**src/design/mcycs_pkg.sv**
```systemverilog
package mcycs_pkg;

  // ----------------------------------------
  // widths and latencies
  // ----------------------------------------
  localparam int DATA_W     = 10;
  localparam int COR_W      = 8;
  localparam int GAIN_W     = 4;
  localparam int ADDR_W     = 4;
  localparam int GAIN_SHIFT = 2;
  localparam int MIX_DLY    = 6;
  localparam int PIPE_LAT   = 10;

  // ----------------------------------------
  // register offsets and field positions
  // ----------------------------------------
  localparam logic [ADDR_W-1:0] REG_CTRL = 4'h0;
  localparam logic [ADDR_W-1:0] REG_CORE = 4'h1;
  localparam logic [ADDR_W-1:0] REG_GAIN = 4'h2;
  localparam logic [ADDR_W-1:0] REG_STAT = 4'h3;
  localparam int CTRL_MODE_LSB  = 0;
  localparam int CTRL_FORCE_LSB = 2;
  localparam int CORE_C_LSB     = 8;
  localparam int GAIN_C_LSB     = 4;
  localparam int STAT_NS_BIT    = 4;
  localparam int STAT_KILLER_BIT = 5;
  localparam int STAT_ACT_BIT   = 6;
  localparam int STAT_BYP_BIT   = 7;

  // ----------------------------------------
  // tap and flag positions
  // ----------------------------------------
  localparam int TAP_0H   = 0;
  localparam int TAP_1H   = 1;
  localparam int TAP_2H   = 2;
  localparam int TAP_525H = 3;
  localparam int TAP_526H = 4;
  localparam int TAP_527H = 5;
  localparam int FLG_NS   = 0;
  localparam int FLG_LINE = 1;
  localparam int FLG_KILLER       = 2;
  localparam int FLG_FORCE_KILLER = 3;

  // ----------------------------------------
  // modes and reset values
  // ----------------------------------------
  typedef enum logic [1:0] {
    MODE_SEP      = 2'h0,
    MODE_SEP_PLUS = 2'h1,
    MODE_FRAME_NR = 2'h2,
    MODE_RECUR_NR = 2'h3
  } mcycs_mode_type;

  typedef enum logic [1:0] {
    FORCE_AUTO   = 2'h0,
    FORCE_STOP   = 2'h1,
    FORCE_MOTION = 2'h2
  } mcycs_force_type;

  localparam logic [1:0]        MODE_RST  = MODE_SEP;
  localparam logic [1:0]        FORCE_RST = FORCE_AUTO;
  localparam logic [COR_W-1:0]  CORE_RST  = 8'h04;
  localparam logic [GAIN_W-1:0] GAIN_RST  = 4'h4;
  localparam logic [3:0]        KMAX      = 4'hf;
  localparam logic [4:0]        W_FULL    = 5'h10;

endpackage

```
**src/design/mcycs_diff_shaper.sv**
```systemverilog
`timescale 1ns/10ps
// coring, gain and 4-bit limit for one frame difference path
module mcycs_diff_shaper import mcycs_pkg::*; #(
  parameter int DW = DATA_W,
  parameter int CW = COR_W,
  parameter int GW = GAIN_W
) (
  // clock and reset
  input  wire logic          clock,
  input  wire logic          rst_n,
  // difference magnitude and settings
  input  wire logic [DW-1:0] mag,
  input  wire logic [CW-1:0] coring,
  input  wire logic [GW-1:0] gain,
  // limited result
  output logic      [3:0]    lim_out
);

  typedef struct packed {
    logic [3:0] out_r;
  } mcycs_shp_type;

  mcycs_shp_type      st_r;
  mcycs_shp_type      st_nxt;
  logic [DW-1:0]      cored;
  logic [DW+GW-1:0]   prod;
  logic [DW+GW-1:0]   scaled;

  // ----------------------------------------
  // shaping
  // ----------------------------------------
  always_comb begin
    st_nxt = st_r;
    cored = (mag > DW'(coring)) ? mag - DW'(coring) : '0;
    prod   = (DW+GW)'(cored) * (DW+GW)'(gain);
    scaled = prod >> GAIN_SHIFT;
    st_nxt.out_r = (scaled > (DW+GW)'(KMAX)) ? KMAX : scaled[3:0];
  end

  // state register
  always_ff @(posedge clock) begin
    if (!rst_n) begin
      st_r <= '0;
    end else begin
      st_r <= st_nxt;
    end
  end

  assign lim_out = st_r.out_r;
endmodule

```
**src/design/mcycs_top.sv**
```systemverilog
`timescale 1ns/10ps
// Functional notes
// - one sample per clock at four times subcarrier, 910 per line
// - line comb chroma from current, one-line and two-line taps
// - line comb serves moving and nonstandard parts
// - line comb held at zero in frame noise-reduction mode
// - frame comb from 1-line and 526-line taps; noise in noise mode
// - frame comb used for still regions
// - chroma is motion-weighted blend of line and frame comb
// - nonstandard or force-line input: line comb alone
// - luma is 1-line composite minus chroma or noise
// - killer or force-killer: no subtraction, signal passes through
// - 4-bit motion factor from frame difference drives mixer
// - both frames split by line comb before differencing
// - luma difference low-passed then absolute value
// - chroma magnitudes taken before subtract, then low-pass, magnitude
// - separate coring levels on both difference paths
// - separate gain on each path sets sensitivity
// - each path limited to 4 bits, larger one chosen
// - chosen value widened horizontally before output
// - force select: zero (stop) or maximum (motion)
// - active only in separation and frame noise modes
// - separation mode is mode field 00
module mcycs_top import mcycs_pkg::*; #(
  parameter int DW = DATA_W,
  parameter int CW = COR_W,
  parameter int GW = GAIN_W
) (
  // clock and reset
  input  wire logic                 clock,
  input  wire logic                 rst_n,
  // register port
  input  wire logic [ADDR_W-1:0]    reg_addr,
  input  wire logic [31:0]          reg_wdata,
  input  wire logic                 reg_wr,
  input  wire logic                 reg_rd,
  output logic      [31:0]          reg_rdata,
  // composite taps from line and frame delays
  input  wire logic [DW-1:0]        comp_0h,
  input  wire logic [DW-1:0]        comp_1h,
  input  wire logic [DW-1:0]        comp_2h,
  input  wire logic [DW-1:0]        comp_525h,
  input  wire logic [DW-1:0]        comp_526h,
  input  wire logic [DW-1:0]        comp_527h,
  // detector results and force pins
  input  wire logic                 nonstandard_detect,
  input  wire logic                 killer_detect,
  input  wire logic                 force_line_comb,
  input  wire logic                 force_killer_input,
  // separated video
  output logic      [DW-1:0]        luma_out,
  output logic signed [DW:0]        chroma_out,
  output logic      [3:0]           motion_factor
);

  localparam int SW = DW + 1;
  localparam int EW = DW + 3;
  localparam int MW = SW + 5;

  typedef struct packed {
    logic [1:0]                      mode_r;
    logic [1:0]                      force_r;
    logic [CW-1:0]                   ycor_r;
    logic [CW-1:0]                   ccor_r;
    logic [GW-1:0]                   ygain_r;
    logic [GW-1:0]                   cgain_r;
    logic [31:0]                     rdata_r;
    logic [5:0][DW-1:0]              tap1_r;
    logic [5:0][DW-1:0]              tap2_r;
    logic [3:0]                      flg1_r;
    logic [3:0]                      flg2_r;
    logic [SW-1:0]                   c2_r;
    logic [SW-1:0]                   c3_r;
    logic [DW-1:0]                   comp_r;
    logic [SW-1:0]                   yfd_r;
    logic [SW-1:0]                   cfd_r;
    logic [1:0][SW-1:0]              dyh_r;
    logic [1:0][SW-1:0]              dch_r;
    logic [DW-1:0]                   ymag_r;
    logic [DW-1:0]                   cmag_r;
    logic [3:0]                      max_r;
    logic [1:0][3:0]                 mh_r;
    logic [3:0]                      k_r;
    logic [MIX_DLY-1:0][SW-1:0]      c2d_r;
    logic [MIX_DLY-1:0][SW-1:0]      c3d_r;
    logic [MIX_DLY-1:0][DW-1:0]      compd_r;
    logic [DW-1:0]                   yout_r;
    logic [SW-1:0]                   cout_r;
  } mcycs_state_type;

  mcycs_state_type        st_r;
  mcycs_state_type        st_nxt;
  logic [3:0]             ysh;
  logic [3:0]             csh;
  logic [DW-1:0]          t0;
  logic [DW-1:0]          t1;
  logic [DW-1:0]          t2;
  logic [DW-1:0]          p0;
  logic [DW-1:0]          p1;
  logic [DW-1:0]          p2;
  logic signed [EW-1:0]   c2w;
  logic signed [EW-1:0]   pc2w;
  logic signed [EW-1:0]   c3w;
  logic signed [SW-1:0]   c2v;
  logic signed [SW-1:0]   pc2v;
  logic signed [SW-1:0]   ca;
  logic signed [SW-1:0]   pca;
  logic [EW-1:0]          ycw;
  logic [EW-1:0]          ypw;
  logic signed [EW-1:0]   ylw;
  logic signed [EW-1:0]   clw;
  logic [3:0]             km;
  logic [4:0]             wl;
  logic [4:0]             wf;
  logic signed [MW-1:0]   mw;
  logic signed [SW-1:0]   mixv;
  logic signed [SW-1:0]   c2o;
  logic signed [SW-1:0]   c3o;
  logic [DW-1:0]          compo;
  logic signed [SW-1:0]   cm;
  logic signed [MW-1:0]   ydiff;
  logic                   act_w;
  logic                   kill_w;
  logic                   byp_w;
  logic [31:0]            stat_w;

  // ----------------------------------------
  // difference shapers
  // ----------------------------------------
  mcycs_diff_shaper #(.DW(DW), .CW(CW), .GW(GW)) u_yshape (
    .clock   (clock),
    .rst_n   (rst_n),
    .mag     (st_r.ymag_r),
    .coring  (st_r.ycor_r),
    .gain    (st_r.ygain_r),
    .lim_out (ysh)
  );

  mcycs_diff_shaper #(.DW(DW), .CW(CW), .GW(GW)) u_cshape (
    .clock   (clock),
    .rst_n   (rst_n),
    .mag     (st_r.cmag_r),
    .coring  (st_r.ccor_r),
    .gain    (st_r.cgain_r),
    .lim_out (csh)
  );

  // ----------------------------------------
  // next state
  // ----------------------------------------
  always_comb begin
    st_nxt = st_r;
    // register writes
    if (reg_wr) begin
      case (reg_addr)
        REG_CTRL: begin
          st_nxt.mode_r  = reg_wdata[CTRL_MODE_LSB +: 2];
          st_nxt.force_r = reg_wdata[CTRL_FORCE_LSB +: 2];
        end
        REG_CORE: begin
          st_nxt.ycor_r = reg_wdata[0 +: CW];
          st_nxt.ccor_r = reg_wdata[CORE_C_LSB +: CW];
        end
        REG_GAIN: begin
          st_nxt.ygain_r = reg_wdata[0 +: GW];
          st_nxt.cgain_r = reg_wdata[GAIN_C_LSB +: GW];
        end
        default: ;
      endcase
    end
    act_w  = (st_r.mode_r == MODE_SEP) || (st_r.mode_r == MODE_FRAME_NR);
    kill_w = st_r.flg2_r[FLG_KILLER] || st_r.flg2_r[FLG_FORCE_KILLER];
    byp_w = st_r.flg2_r[FLG_NS] || st_r.flg2_r[FLG_LINE];
    // status word
    stat_w = '0;
    stat_w[3:0] = st_r.k_r;
    stat_w[STAT_NS_BIT] = st_r.flg2_r[FLG_NS];
    stat_w[STAT_KILLER_BIT] = kill_w;
    stat_w[STAT_ACT_BIT] = act_w;
    stat_w[STAT_BYP_BIT] = byp_w;
    // read data, valid the cycle after the strobe only
    st_nxt.rdata_r = '0;
    if (reg_rd) begin
      case (reg_addr)
        REG_CTRL: st_nxt.rdata_r = 32'({st_r.force_r, st_r.mode_r});
        REG_CORE: st_nxt.rdata_r = 32'({st_r.ccor_r, st_r.ycor_r});
        REG_GAIN: st_nxt.rdata_r = 32'({st_r.cgain_r, st_r.ygain_r});
        REG_STAT: st_nxt.rdata_r = stat_w;
        default:  st_nxt.rdata_r = '0;
      endcase
    end
    // two-stage capture of taps, one sample a clock
    st_nxt.tap1_r = {comp_527h, comp_526h, comp_525h, comp_2h, comp_1h, comp_0h};
    st_nxt.tap2_r = st_r.tap1_r;
    st_nxt.flg1_r = {force_killer_input, killer_detect, force_line_comb, nonstandard_detect};
    st_nxt.flg2_r = st_r.flg1_r;
    t0 = st_r.tap2_r[TAP_0H];
    t1 = st_r.tap2_r[TAP_1H];
    t2 = st_r.tap2_r[TAP_2H];
    // previous frame taps around the 526-line sample
    p0 = st_r.tap2_r[TAP_525H];
    p1 = st_r.tap2_r[TAP_526H];
    p2 = st_r.tap2_r[TAP_527H];
    // line comb on 0, 1 and 2 line taps
    c2w  = ($signed({3'b000, t1}) <<< 1) - $signed({3'b000, t0}) - $signed({3'b000, t2});
    pc2w = ($signed({3'b000, p1}) <<< 1) - $signed({3'b000, p0}) - $signed({3'b000, p2});
    c2v  = SW'(c2w >>> 2);
    pc2v = SW'(pc2w >>> 2);
    // line comb zero in frame noise mode
    st_nxt.c2_r = (st_r.mode_r == MODE_FRAME_NR) ? '0 : c2v;
    c3w = $signed({3'b000, t1}) - $signed({3'b000, p1});
    st_nxt.c3_r = SW'(c3w >>> 1);
    st_nxt.comp_r = t1;
    // luma of both frames from line comb
    ycw = ({3'b000, t1} << 1) + EW'(t0) + EW'(t2);
    ypw = ({3'b000, p1} << 1) + EW'(p0) + EW'(p2);
    st_nxt.yfd_r = SW'($signed({3'b000, ycw[EW-1:2]}) - $signed({3'b000, ypw[EW-1:2]}));
    ca  = c2v[SW-1] ? -c2v : c2v;
    pca = pc2v[SW-1] ? -pc2v : pc2v;
    st_nxt.cfd_r = ca - pca;
    st_nxt.dyh_r = {st_r.dyh_r[0], st_r.yfd_r};
    st_nxt.dch_r = {st_r.dch_r[0], st_r.cfd_r};
    ylw = (EW'($signed(st_r.yfd_r)) + (EW'($signed(st_r.dyh_r[0])) <<< 1) + EW'($signed(st_r.dyh_r[1]))) >>> 2;
    st_nxt.ymag_r = ylw[EW-1] ? DW'(-ylw) : DW'(ylw);
    clw = (EW'($signed(st_r.cfd_r)) + (EW'($signed(st_r.dch_r[0])) <<< 1) + EW'($signed(st_r.dch_r[1]))) >>> 2;
    st_nxt.cmag_r = clw[EW-1] ? DW'(-clw) : DW'(clw);
    st_nxt.max_r = (ysh > csh) ? ysh : csh;
    st_nxt.mh_r = {st_r.mh_r[0], st_r.max_r};
    km = st_r.max_r;
    if (st_r.mh_r[0] > km) begin
      km = st_r.mh_r[0];
    end
    if (st_r.mh_r[1] > km) begin
      km = st_r.mh_r[1];
    end
    case (st_r.force_r)
      FORCE_STOP:   st_nxt.k_r = '0;
      FORCE_MOTION: st_nxt.k_r = KMAX;
      default:      st_nxt.k_r = km;
    endcase
    // align comb outputs with motion factor
    st_nxt.c2d_r   = {st_r.c2d_r[MIX_DLY-2:0], st_r.c2_r};
    st_nxt.c3d_r   = {st_r.c3d_r[MIX_DLY-2:0], st_r.c3_r};
    st_nxt.compd_r = {st_r.compd_r[MIX_DLY-2:0], st_r.comp_r};
    c2o   = st_r.c2d_r[MIX_DLY-1];
    c3o   = st_r.c3d_r[MIX_DLY-1];
    compo = st_r.compd_r[MIX_DLY-1];
    // weight 0..16, code max is pure line comb
    wl = {1'b0, st_r.k_r} + {4'b0000, st_r.k_r[3]};
    wf = W_FULL - wl;
    mw = MW'(c3o) * MW'($signed({1'b0, wf})) + MW'(c2o) * MW'($signed({1'b0, wl}));
    mixv = SW'(mw >>> 4);
    cm = byp_w ? c2o : mixv;
    // luma is composite minus chroma or noise
    ydiff = MW'($signed({1'b0, compo})) - MW'(cm);
    // through when idle mode or killer
    if (!act_w || kill_w) begin
      st_nxt.cout_r = '0;
      st_nxt.yout_r = compo;
    end else begin
      st_nxt.cout_r = cm;
      if (ydiff < 0) begin
        st_nxt.yout_r = '0;
      end else if (ydiff > MW'($signed({1'b0, {DW{1'b1}}}))) begin
        st_nxt.yout_r = '1;
      end else begin
        st_nxt.yout_r = DW'(ydiff);
      end
    end
  end

  // ----------------------------------------
  // state register
  // ----------------------------------------
  always_ff @(posedge clock) begin
    if (!rst_n) begin
      st_r         <= '0;
      st_r.mode_r  <= MODE_RST;
      st_r.force_r <= FORCE_RST;
      st_r.ycor_r  <= CORE_RST;
      st_r.ccor_r  <= CORE_RST;
      st_r.ygain_r <= GAIN_RST;
      st_r.cgain_r <= GAIN_RST;
    end else begin
      st_r <= st_nxt;
    end
  end

  // outputs
  assign reg_rdata     = st_r.rdata_r;
  assign luma_out      = st_r.yout_r;
  assign chroma_out    = st_r.cout_r;
  assign motion_factor = st_r.k_r;
endmodule

```
**config.mk**
```make
export PLATFORM = sky130hd
export DESIGN_NAME = mcycs_top
export DESIGN_NICKNAME = d
export VERILOG_FILES = /design/src/design/mcycs_pkg.sv /design/src/design/mcycs_diff_shaper.sv /design/src/design/mcycs_top.sv
export SDC_FILE = /design/constraint.sdc
export NUM_CORES = 1
export LEC_CHECK = 0
export ABC_AREA = 1
export BUFFER_PORTS_ARGS = -buffer_cell sky130_fd_sc_hd__clkbuf_2
export CORE_MARGIN = 4
export CORE_UTILIZATION = 50
export CTS_BUF_LIST = sky130_fd_sc_hd__clkbuf_4
export CTS_CLUSTER_DIAMETER = 50
export DETAILED_ROUTE_END_ITERATION = 8
export GPL_TIMING_DRIVEN = 1
export MAX_ROUTING_LAYER = met4
export PLACE_DENSITY_LB_ADDON = 0.3
export RECOVER_POWER = 100
export SLEW_MARGIN = 10
export SYNTH_ARGS = -nofsm -noshare
export SYNTH_HDL_FRONTEND = slang
export SYNTH_HIERARCHICAL = 1
export SYNTH_SLANG_ARGS = --single-unit
export TNS_END_PERCENT = 100
```
**constraint.sdc**
```tcl
create_clock -name clock -period 14.32 [get_ports clock]
set_clock_uncertainty 0.05 [all_clocks]
set_input_delay 0 -clock clock [delete_from_list [all_inputs] [get_ports clock]]
set_output_delay 0 -clock clock [all_outputs]
set_load 0.02 [all_outputs]
```
==> out/qor.yml <==
crit_chain: "dlygate4sd3_1 > clkbuf_1 > clkbuf_1 > clkbuf_1 > o21ai_0 > a21oi_1"
crit_path_max_incr_delay_ns: 4.22
hpwl_microns: 44400
grt_pass1_wl_microns: 105000
synth_warnings: 6
tightest_slew_ns: 6.11
start_kind: "input port"
cpMaxStageDelayCell: "clkbuf_1"
worstReg2RegEnd: "luma_out[4]$_SDFF_PN0_"
setup_viol: 0
core-area_sq_um: 59100
synth_cell_types: 54
timing.fmax_mhz: 97.5
synth_ff_type: "dfxtp_1"
relSlewSlack: -3.07
ys_ff_latch: 520
hold_path_class: "input port to register"
die_h_microns: 253
cts_tree: "done"
num_vias: 23393
status: "finished with violations"
die-area_sq_um: 63800
drive_above_1_share: 0.0889
grt_antenna_before_repair: 2
chipWidth_microns: 253
fin_tns_setup_ns: 0
synth-edff-count: 0
insertion_delay_ns: 0.94
clk_pin_slew_ns: 0.06
rsz0062_at_grt: "no"
rr_worst_depth: 42
drv_cap: 4
power.leakage_nw: 19.7
yosys-top-cells-count: "inv_1 (982), nand2_1 (890), dfxtp_1 (520)"
initial_core_util: 0.506
fin_crit_sh: 0.716
first_iter_violations: 1201
firstDrtPassIters: 5
cts_inserted_buffers: 134
r2r-start: "motion_factor[3]$_SDFF_PN0_"
crit_path_end_kind: "register"
clk_root_buffer_cell: "clkbuf_4"
required_ns: 15.11
period_minus_slack_ns: 10.26
instances_no_fill: 5128
grt_usage: 0.205
final_max_slew_viol_count: 392
grt_max_degree: 152
hold_viol: 0
synth_area_leaders: "dfxtp_1 (35%), inv_1 (12%), nand2_1 (11%)"
critPathCapture: "st_nxt[82]$_SDFF_PN0_"
cts_resized: 0
synth_top_area_frac: 0.348
post-place-ws_ns: 5.96
dp_cells: 4707
cts_num_sinks: 520
wl_per_cell_microns: 12.1
synth_area_leader_cell: "dfxtp_1"
cp-startpoint: "rst_n"
gp_congestion: 0.877
clockBufferDepth: 3
via_per_inst: 4.56
syn_area_sq_um: 29900
synthCells: 3914
synth_seq_area_share: 0.348
setup_ws_ns: 4.06
area_growth_pct: 15.2
cp_max_fo: 151
drcViolationCount: 0
synthArstFlopShare: 0
finalNetCount: 4765
portBuffers: 128
crit_type: "input port to register"
grt-ovfl-total: 0
ir_drop_v: 0.0000898
htreeDepth: 4
hold_ws_ns: 0.175
violations: "max-capacitance violations, max-slew violations"
routed_wl_microns: 61900
first_global_vias: 22910
row_count: 89
worst_path_most_repeated_cell: "clkbuf_1"
final_antenna_net_count: 0
crit_arrival_ns: 11.04
yosys.cell_count.top_type: "inv_1"
r2r_slack_ns: 5.71
io-pin-count: 161
power.density_nw_per_um2: 150
syn_avg_cell_area_sq_um: 7.65
stage by stage:
stage / total power, mW / area (sq um) / utilization
floorplan: 3.47 / 30000 / -
detailed placement: 3.92 / 31000 / 0.523
global placement: 3.88 / 31000 / 0.523
global route: 5.67 / 34500 / 0.583
CTS: 5.22 / 34600 / 0.585
finish: 5.16 / 34500 / 0.583
worst min path at each step:
stage / start / to / slack, ns / depth (start not counted)
floorplan: nonstandard_detect / st_nxt[347]$_SDFF_PN0_ / 0.05 / 2
global placement: comp_527h[4] / st_nxt[409]$_SDFF_PN0_ / 0.13 / 3
detailed placement: comp_525h[4] / st_nxt[389]$_SDFF_PN0_ / 0.13 / 3
CTS: reg_addr[1] / reg_rdata[1]$_SDFF_PN0_ / 0.05 / 5
global route: reg_addr[0] / reg_rdata[3]$_SDFF_PN0_ / 0.18 / 5
finish: reg_addr[0] / reg_rdata[3]$_SDFF_PN0_ / 0.18 / 5
logic make-up (layout without fill, tap and decap cells):
logic type / after synthesis / in the layout / synth area share
and+or+nand+nor: 1384 / 1384 / 0.194
buffers and inverters: 1128 / 1552 / 0.149
DFF: 520 / 520 / 0.348
adders and majority gates: 391 / 391 / 0.205
AOI/OAI and AO/OA: 381 / 381 / 0.0724
xor gates and xnor gates: 109 / 109 / 0.0326
other: 1 / 18 / 0.000125
critical path: cells and delay by family:
| family | cells | cell delay [ns] |
|---|---|---|
| buffers and inverters | 4 | 10.18 |
| AO/OA/AOI/OAI | 2 | 0.65 |
metal layers:
layer	track usage	part of all wire	up-vias
met5	-	0	-
met4	0.0848	0.033	0
met3	0.0411	0.048	130
met2	0.330	0.46	474
met1	0.253	0.46	10405
li1	-	-	12384
cell usage in the layout (no fill, tap or decap), drive strengths merged, types with 6 or more instances in the layout:
master,n
o221ai,8
a21oi,190
fa,165
or2,11
nand4,30
a31oi,6
inv,1004
conb,16
nand3b,6
ha,226
dfxtp,520
a211oi,6
clkinv,32
nand3,111
nand2,920
clkbuf,309
xnor2,30
nor3,42
a21o,8
o21bai,15
o21a,9
nor2,256
o211ai,13
dlygate4sd3,200
xor2,79
o21ai,114
state kept, by name (all words and copies together), names as in the netlist, 11 cells and up:
register	count
chroma_out	11
reg_rdata	16
st_nxt	302
st_r	78
c2o	11
repair_timing:
item | 4_1_cts | 5_1_grt
endpoints found under the hold margin | 228 | 0
buffers inserted | 0 | 0
hold buffers | 200 | 0
report_power, final:
part / leakage [nW] / internal (mW) / switching [mW]
sequential: 4.26 / 1.59 / 0.0840
clock: 0.954 / 0.632 / 0.587
combinational: 14.4 / 0.820 / 1.45
total: 19.7 / 3.05 / 2.12
layout make-up:
| type | instances | area [sq um] |
|---|---|---|
| multi-input cells | 2281 | 15100 |
| clock inverters | 42 | 285 |
| clock buffers | 177 | 1330 |
| inverters | 999 | 3750 |
| flip-flops and latches | 520 | 10400 |
| repair buffers | 334 | 2620 |
| diodes | 2 | 5.00 |
| fillers | 5386 | 24700 |
| well taps | 773 | 967 |
(Power assumes the default switching activity.)
